[src/core/drive_regs_pkg.sv]
// drive status register map: addresses, bit positions, limits, carriers
// shared by the register bank and whatever bench drives it
package drive_regs_pkg;
   // holding register numbers of the read-only status block
   localparam logic [15:0] REG_DRIVE_STATE = 16'h07D1;
   localparam logic [15:0] REG_SPEED = 16'h07D2;
   localparam logic [15:0] REG_CURRENT = 16'h07D3;
   localparam logic [15:0] REG_POWER = 16'h07D4;
   localparam logic [15:0] REG_PIN_STATE = 16'h07D5;
   localparam logic [15:0] REG_TORQUE = 16'h07D6;
   localparam logic [15:0] REG_BUS_VOLT = 16'h07D7;
   localparam logic [15:0] REG_HEATSINK = 16'h07D8;
   localparam logic [15:0] REG_AIN_ONE = 16'h07D9;
   localparam logic [15:0] REG_AIN_TWO = 16'h07DA;
   localparam logic [15:0] REG_AOUT = 16'h07DB;
   localparam logic [15:0] REG_LOOP_OUT = 16'h07DC;
   localparam logic [15:0] REG_BOARD_TEMP = 16'h07DD;
   localparam logic [15:0] REG_MOTOR_VOLT = 16'h07DE;
   localparam logic [15:0] REG_KNOB = 16'h07DF;
   localparam logic [15:0] REG_FAULT = 16'h07E0;
   // adjustable parameters sit at base plus parameter number
   localparam logic [15:0] PARAM_BASE = 16'h0080;
   localparam logic [15:0] PARAM_FIRST = 16'h0004;
   localparam logic [15:0] PARAM_LAST = 16'h003C;
   localparam int PARAM_COUNT = 57;
   localparam logic [5:0] RATED_CURRENT_IDX = 6'h04;
   localparam logic [15:0] PARAM_RESET = 16'h0000;
   // function and exception codes
   localparam logic [7:0] FC_READ = 8'h03;
   localparam logic [7:0] FC_WRITE = 8'h06;
   localparam logic [7:0] FC_WRITE_MULTI = 8'h10;
   localparam logic [7:0] EXC_NONE = 8'h00;
   localparam logic [7:0] EXC_BAD_FUNC = 8'h01;
   localparam logic [7:0] EXC_BAD_ADDR = 8'h02;
   // drive state word bits
   localparam int DS_READY = 0;
   localparam int DS_RUNNING = 1;
   localparam int DS_TRIPPED = 2;
   localparam int DS_STANDBY = 3;
   localparam int DS_OVERRIDE = 4;
   localparam int DS_AT_SPEED = 6;
   localparam int DS_BELOW_MIN = 7;
   localparam int DS_OVERLOAD = 8;
   localparam int DS_SUPPLY_LOSS = 9;
   localparam int DS_HEATSINK_HOT = 10;
   localparam int DS_BOARD_HOT = 11;
   localparam int DS_FOLDBACK = 12;
   localparam int DS_REVERSE = 13;
   localparam int DS_TOGGLE = 15;
   // pin state word bits
   localparam int PS_DIN_LOW = 0;
   localparam int PS_FWD_SW = 6;
   localparam int PS_REV_SW = 7;
   localparam int PS_OUT_ACTIVE = 8;
   localparam int PS_RELAY = 9;
   localparam int PS_AIN_ONE_LOST = 12;
   localparam int PS_AIN_TWO_LOST = 13;
   localparam int PS_KNOB_HIGH = 15;
   // thresholds, degrees C and raw counts
   localparam logic [15:0] HEATSINK_LIMIT = 16'h0055;
   localparam logic [15:0] BOARD_LIMIT = 16'h0050;
   localparam logic [15:0] KNOB_HALF = 16'h0800;
   localparam int PIN_COUNT = 6;

   typedef struct packed {
      logic tripped;
      logic supply_loss;
      logic hw_enable;
      logic running;
      logic standby;
      logic override_mode;
      logic enabled;
      logic foldback;
   } drive_cond_t;

   typedef struct packed {
      logic dout_active;
      logic relay_closed;
      logic ain_one_loop;
      logic ain_two_loop;
      logic ain_one_lost;
      logic ain_two_lost;
   } io_cond_t;

   // speed, current, power, torque already in tenths
   typedef struct packed {
      logic [15:0] speed;
      logic [15:0] setpoint;
      logic [15:0] current;
      logic [15:0] power;
      logic [15:0] torque;
      logic [15:0] bus_volt;
      logic [15:0] heatsink;
      logic [15:0] ain_one;
      logic [15:0] ain_two;
      logic [15:0] aout;
      logic [15:0] loop_out;
      logic [15:0] board_temp;
      logic [15:0] motor_volt;
      logic [15:0] knob;
      logic [15:0] fault;
   } meas_t;

   typedef struct packed {
      logic [7:0] func;
      logic [15:0] addr;
      logic [15:0] wdata;
   } req_t;

   typedef struct packed {
      logic [15:0] data;
      logic [7:0] exc;
   } rsp_t;
endpackage

[src/core/drive_status_register_map.sv]
// holding register bank of the drive: status words, readings, parameters
// assumes a serial protocol engine that hands over one register per request
// and frames the answer; switch and input pins arrive unsynchronised
`timescale 1ns/1ps
module drive_status_register_map (
   // clock and reset
   input wire logic ref_clk,
   input wire logic rst,
   // request from the protocol engine
   input wire logic req_valid,
   input wire drive_regs_pkg::req_t req,
   output logic req_ready,
   // answer to the protocol engine
   output logic rsp_valid,
   output drive_regs_pkg::rsp_t rsp,
   // drive conditions and measurements
   input wire drive_regs_pkg::drive_cond_t drive_cond,
   input wire drive_regs_pkg::io_cond_t io_cond,
   input wire drive_regs_pkg::meas_t meas,
   input wire logic [15:0] minimum_speed_param,
   // unsynchronised pins
   input wire logic digital_input_one,
   input wire logic digital_input_two,
   input wire logic digital_input_three,
   input wire logic digital_input_four,
   input wire logic fwd_switch,
   input wire logic rev_switch
);
   import drive_regs_pkg::*;

   logic [PIN_COUNT-1:0] pin_raw;
   logic [PIN_COUNT-1:0] pin_clean;
   logic [15:0] param_mem [PARAM_COUNT];
   logic toggle_reg;
   logic toggle_next;
   logic rsp_valid_reg;
   logic rsp_valid_next;
   rsp_t rsp_reg;
   rsp_t rsp_next;
   logic wr_en;
   logic [5:0] wr_idx;
   logic [5:0] req_idx;
   logic in_param;
   logic [15:0] rel_addr;
   logic [15:0] drive_word;
   logic [15:0] pin_word;
   logic [15:0] abs_speed;
   logic speed_neg;

   assign pin_raw = {rev_switch, fwd_switch, digital_input_four,
      digital_input_three, digital_input_two, digital_input_one};

   // three stages; a change counts only once stages two and three agree
   genvar gi;
   generate
      for (gi = 0; gi < PIN_COUNT; gi++) begin : g_pin
         logic [2:0] sync_reg;
         logic [2:0] sync_next;
         logic clean_reg;
         logic clean_next;
         always_comb begin
            sync_next = {sync_reg[1:0], pin_raw[gi]};
            clean_next = (sync_reg[1] == sync_reg[2]) ? sync_reg[2]
               : clean_reg;
         end
         always_ff @(posedge ref_clk or posedge rst) begin
            if (rst) begin
               sync_reg <= 3'h0;
               clean_reg <= 1'b0;
            end else begin
               sync_reg <= sync_next;
               clean_reg <= clean_next;
            end
         end
         assign pin_clean[gi] = clean_reg;
      end
   endgenerate

   // one register per request, answered the next cycle, never stalled
   assign req_ready = 1'b1;
   assign rsp_valid = rsp_valid_reg;
   assign rsp = rsp_reg;

   assign speed_neg = meas.speed[15];
   assign abs_speed = speed_neg ? 16'(-meas.speed) : meas.speed;

   always_comb begin
      drive_word = 16'h0000;
      drive_word[DS_READY] = !drive_cond.tripped && !drive_cond.supply_loss
         && drive_cond.hw_enable;
      drive_word[DS_RUNNING] = drive_cond.running;
      drive_word[DS_TRIPPED] = drive_cond.tripped;
      drive_word[DS_STANDBY] = drive_cond.standby;
      drive_word[DS_OVERRIDE] = drive_cond.override_mode;
      drive_word[DS_AT_SPEED] = drive_cond.enabled
         && (meas.speed == meas.setpoint);
      drive_word[DS_BELOW_MIN] = drive_cond.enabled
         && (abs_speed < minimum_speed_param);
      drive_word[DS_OVERLOAD] = meas.current > param_mem[RATED_CURRENT_IDX];
      drive_word[DS_SUPPLY_LOSS] = drive_cond.supply_loss;
      drive_word[DS_HEATSINK_HOT] = meas.heatsink > HEATSINK_LIMIT;
      drive_word[DS_BOARD_HOT] = meas.board_temp > BOARD_LIMIT;
      drive_word[DS_FOLDBACK] = drive_cond.foldback;
      drive_word[DS_REVERSE] = speed_neg;
      // alive bit shows value before this read
      drive_word[DS_TOGGLE] = toggle_reg;
   end

   always_comb begin
      pin_word = 16'h0000;
      // digital inputs, input one at bit 0
      pin_word[PS_DIN_LOW +: 4] = pin_clean[3:0];
      pin_word[PS_FWD_SW] = pin_clean[4];
      pin_word[PS_REV_SW] = pin_clean[5];
      pin_word[PS_OUT_ACTIVE] = io_cond.dout_active || (meas.aout != 16'h0000);
      pin_word[PS_RELAY] = io_cond.relay_closed;
      // loss only counts in current loop mode
      pin_word[PS_AIN_ONE_LOST] = io_cond.ain_one_loop && io_cond.ain_one_lost;
      pin_word[PS_AIN_TWO_LOST] = io_cond.ain_two_loop && io_cond.ain_two_lost;
      pin_word[PS_KNOB_HIGH] = meas.knob > KNOB_HALF;
   end

   assign rel_addr = req.addr - PARAM_BASE;
   assign in_param = (rel_addr >= PARAM_FIRST) && (rel_addr <= PARAM_LAST)
      && (req.addr >= PARAM_BASE);
   assign req_idx = 6'(rel_addr - PARAM_FIRST);

   always_comb begin
      rsp_next = rsp_reg;
      rsp_valid_next = 1'b0;
      toggle_next = toggle_reg;
      wr_en = 1'b0;
      wr_idx = req_idx;
      if (req_valid) begin
         rsp_valid_next = 1'b1;
         rsp_next.data = 16'h0000;
         rsp_next.exc = EXC_NONE;
         case (req.func)
            // reads answered for all readable registers
            FC_READ: begin
               if (in_param) begin
                  rsp_next.data = param_mem[req_idx];
               end else begin
                  case (req.addr)
                     REG_DRIVE_STATE: begin
                        rsp_next.data = drive_word;
                        toggle_next = !toggle_reg;
                     end
                     REG_SPEED: rsp_next.data = meas.speed;
                     REG_CURRENT: rsp_next.data = meas.current;
                     REG_POWER: rsp_next.data = meas.power;
                     REG_PIN_STATE: rsp_next.data = pin_word;
                     REG_TORQUE: rsp_next.data = meas.torque;
                     REG_BUS_VOLT: rsp_next.data = meas.bus_volt;
                     REG_HEATSINK: rsp_next.data = meas.heatsink;
                     REG_AIN_ONE: rsp_next.data = meas.ain_one;
                     REG_AIN_TWO: rsp_next.data = meas.ain_two;
                     REG_AOUT: rsp_next.data = meas.aout;
                     REG_LOOP_OUT: rsp_next.data = meas.loop_out;
                     REG_BOARD_TEMP: rsp_next.data = meas.board_temp;
                     REG_MOTOR_VOLT: rsp_next.data = meas.motor_volt;
                     REG_KNOB: rsp_next.data = meas.knob;
                     REG_FAULT: rsp_next.data = meas.fault;
                     default: rsp_next.exc = EXC_BAD_ADDR;
                  endcase
               end
            end
            FC_WRITE: begin
               if (in_param) begin
                  wr_en = 1'b1;
                  rsp_next.data = req.wdata;
               end else if (req.addr >= REG_DRIVE_STATE
                  && req.addr <= REG_FAULT) begin
                  rsp_next.data = req.wdata;
               end else begin
                  rsp_next.exc = EXC_BAD_ADDR;
               end
            end
            // multi-write belongs to the low control block only
            default: rsp_next.exc = EXC_BAD_FUNC;
         endcase
      end
   end

   always_ff @(posedge ref_clk or posedge rst) begin
      if (rst) begin
         toggle_reg <= 1'b0;
         rsp_valid_reg <= 1'b0;
         rsp_reg <= '0;
      end else begin
         toggle_reg <= toggle_next;
         rsp_valid_reg <= rsp_valid_next;
         rsp_reg <= rsp_next;
      end
   end

   // parameters reset to zero; loading defaults is firmware's job
   always_ff @(posedge ref_clk or posedge rst) begin
      if (rst) begin
         for (int i = 0; i < PARAM_COUNT; i++) begin
            param_mem[i] <= PARAM_RESET;
         end
      end else if (wr_en) begin
         param_mem[wr_idx] <= req.wdata;
      end
   end
endmodule

[config.mk]
export PLATFORM = sky130hd
export DESIGN_NAME = drive_status_register_map
export DESIGN_NICKNAME = d
export VERILOG_FILES = /design/src/core/drive_regs_pkg.sv /design/src/core/drive_status_register_map.sv
export SDC_FILE = /design/constraint.sdc
export NUM_CORES = 2
export LEC_CHECK = 0
export BUFFER_PORTS_ARGS = -buffer_cell sky130_fd_sc_hd__buf_2
export CAP_MARGIN = 30
export CORE_UTILIZATION = 45
export DETAILED_ROUTE_END_ITERATION = 8
export PLACE_DENSITY_LB_ADDON = 0.3
export SLEW_MARGIN = 0
export SYNTH_ARGS = -nofsm -noshare
export SYNTH_HDL_FRONTEND = slang
export SYNTH_SLANG_ARGS = --single-unit
[constraint.sdc]
create_clock -name ref_clk -period 27 [get_ports ref_clk]
set_clock_uncertainty 0.1 [all_clocks]
set_input_delay 1.35 -clock ref_clk [delete_from_list [all_inputs] [get_ports ref_clk]]
set_output_delay 1.35 -clock ref_clk [all_outputs]
set_load 0.01 [all_outputs]
==> metrics <==
top_reg_cell synth=dfrtp_1; Total GRT Usage=29.65%; largest driver fanout on the critical path=39; number of buffers on the longest clock path=3; cell taking the most area after synthesis=dfrtp_1; most frequent cells after synthesis=dfrtp_1, mux2_2, mux4_2; worst setup path category=primary input to flip-flop; flop-to-flop setup slack=24090 ps; Reg area=0.02392 sq mm; Core Area=0.1035 sq mm; slowest stage cell, crit path=nor2_2; final non-filler cell area=0.05376 sq mm; Relative slew margins=23.31%; depth of the worst register-to-register path=6; Worst Path Required=27460 ps; worst hold-check path type=flip-flop to flip-flop; MaxCap Viol Count=0; via count=32010; detailed-route vias per instance=6.223; Power Density=57.48 mW/mm^2; drt wl/cell=30.37 um; effective utilization at floorplan=45.37%; net count of the finished layout=4035; total clock sinks=956; DRC marker count from the first detailed-route iteration=3146; fraction of final layout cells sized beyond drive strength 1=48.87%; Critical Path, Cell by Cell=buf_4 -> buf_4 -> ha_1 -> or3b_1 -> o2bb2ai_1 -> or3_1 -> nor4_4 -> nand2_2 -> nor2_2 -> mux2_2; footprint of the multi-input gates=0.02159 sq mm; number of detailed-routing iterations run before antenna repair=6; biggest cell delay along the critical path=900 ps; TritonCTS clock tree=built; global-route wire length before repair=230700 um; end of the worst register-to-register path=rsp[12]$_DFFE_PP0P_; count of unique library cells instantiated by Yosys=79; remaining global-route overflow=0; actual transition at the worst max-transition pin=1150 ps; portion of synthesized cell area occupied by the leading cell type=50.95%; async set or reset register ratio after synthesis=100.0%; startpoint of the lowest-slack register-to-register path=param_mem[340]$_DFFE_PP0P_; number of enable flip-flop cells after synthesis=0; PortBufs=337; most used standard cell by instance count after synthesis=dfrtp_1; maximum number of pins on one net before global-route repair=167; Mapped Area=0.04696 sq mm; worst hold path depth=0; number of warnings reported in the yosys synthesis log=0; final-report hold violation count=0; startpoint type of the worst setup path=primary input; setup repair after global routing missed its margin=false; largest cells by area after synthesis=dfrtp_1, mux2_2, mux4_2; Worst Hold Endpoint=g_pin[0].sync_reg[1]$_DFF_PP0_; post-synthesis cell count=3412; Top Ports=345; Clk pin slew, worst setup/hold paths=60 ps; final number of setup-violating endpoints=0; number of buffers added to fix hold violations after cts=0; Util after Layout=51.95%; vias in the first global route=32330; leakage power=25.72 nW; # H-tree levels=3; outcome=finished, final reports clean; post-detailed-routing wire length=156200 um; post-detailed-placement cell area=0.05019 sq mm; number of flip-flops and latches in the synthesized netlist=956; die area=0.1056 sq mm; Filler Cells Inserted=8779; Worst Setup End Kind=flip-flop; post-route setup TNS=0 ps; residual antenna-violating net count after detailed routing=0; period utilisation layout=21.66%; number of setup buffers added after CTS=0; flip-flop count of the largest register after layout=912; root cell of the clock tree=clkbuf_16; Final GP Congestion=0.9912; maximum VDD drop=46.58 uV; hpwl dp=105000 um; post-route minimum period=5847 ps; count of final max-slew check failures=0; P&R area growth vs syn=14.49%; maximum achievable frequency=0.1710 GHz; most frequent cell on the critical path=buf_4; total DRC errors in the routed layout=0; Critical Path AT=6300 ps; number of antenna violations at the first check in global routing=12; Resized cells post-CTS=0; worst min-delay path startpoint=g_pin[0].sync_reg[0]$_DFF_PP0_; y dimension of the die=325.0 um; Clk Latency, worst-skew pair=690 ps; cts bufs inserted=102; Die Span X=325.0 um; floorplan row count=118; sequential-to-total area share from yosys stat=50.95%; mean instance size in the synthesized netlist=13.76 sq um
-- metal layers --
metal	vias to the layer above	track usage [%]	share of wire (%)
met5	-	0	0.034
met2	1509	46.66	46
met4	8	18.65	7.4
met3	417	5.244	6.9
li1	13280	-	-
met1	16800	38.10	39
-- metrics by stage --
step | hold WS [ps] | power [mW] | worst slack [ps] | std cells
after floorplan | 231.2 | 1.582 | 12390 | 3417
after global placement | 235.4 | 1.689 | 20500 | 4941
after detailed placement | 234.7 | 1.690 | 20530 | 4949
after CTS | 247.9 | 3.107 | 21210 | 5131
after global routing | 257.8 | 3.183 | 20990 | 5139
final | 246.9 | 3.090 | 21150 | 5144
-- where the power goes --
part           internal, mW  switching (mW)  leakage, nW
clock network         0.828           0.594         1.70
registers              1.44         0.00296         13.2
logic                0.0633           0.166         10.8
-- cell families (layout without fill, tap and decap cells) --
family | count (synthesis) | after routing | share of synthesized area [%]
mux | 1162 | 1162 | 32.74
flops | 956 | 956 | 50.95
simple gates | 485 | 485 | 5.558
compound gates | 372 | 372 | 5.628
buf+inv | 360 | 700 | 3.403
fa+ha+maj | 43 | 43 | 1.114
xor+xnor | 32 | 32 | 0.5969
other cells | 2 | 14 | 0.01599
-- worst max-delay path by stage --
| stage | slack (ps) | from | to |
|---|---|---|---|
| 4_1_cts | 21210 | req[18] | param_mem[594]$_DFFE_PP0P_ |
| 3_3_place_gp | 20500 | req[18] | param_mem[348]$_DFFE_PP0P_ |
| 5_1_grt | 20990 | req[18] | param_mem[222]$_DFFE_PP0P_ |
| 6_report | 21150 | req[18] | param_mem[212]$_DFFE_PP0P_ |
| 2_1_floorplan | 12390 | rst | g_pin[0].clean_reg$_DFFE_PP0N_ |
| 3_5_place_dp | 20530 | req[18] | param_mem[603]$_DFFE_PP0P_ |
-- layout make-up --
type,count,share of cell area (%)
sequential,956,44.50
inverter,49,0.3537
antenna,7,0.03258
tap,1380,3.212
clock inverter,37,0.7215
timing repair buffer,469,5.397
clock buffer,145,5.627
multi-input combinational,2101,40.16
-- worst max-delay path: cells and delay by family --
family | cells | cell delay (ps)
adders and majority gates | 1 | 510
AOI/OAI and AO/OA | 1 | 170
buffers and inverters | 2 | 980
muxes | 1 | 420
and+or+nand+nor | 5 | 2820
-- cell usage in the layout (no fill, tap or decap), types with 22 or more instances in the layout --
| cell | netlist | routed |
|---|---|---|
| nor3_1 | 25 | 22 |
| a22o_1 | 23 | 23 |
| nand4_1 | 33 | 33 |
| nor2_1 | 133 | 132 |
| mux2i_1 | 43 | 43 |
| o22ai_1 | 24 | 24 |
| a22oi_1 | 65 | 65 |
| nand2_1 | 86 | 86 |
| a211oi_1 | 40 | 40 |
| a21oi_1 | 54 | 53 |
| mux4_2 | 208 | 208 |
| inv_1 | 46 | 45 |
| ha_1 | 37 | 37 |
| o21ai_0 | 49 | 47 |
| nor3_2 | 23 | 24 |
| dfrtp_1 | 956 | 956 |
| buf_4 | 46 | 117 |
| a221oi_1 | 24 | 24 |
| clkbuf_16 | 0 | 103 |
| clkbuf_8 | 0 | 29 |
| buf_2 | 59 | 335 |
| nand3_1 | 40 | 40 |
| xnor2_1 | 31 | 31 |
| mux2_2 | 911 | 911 |
Power figures use the tool's default switching activity.
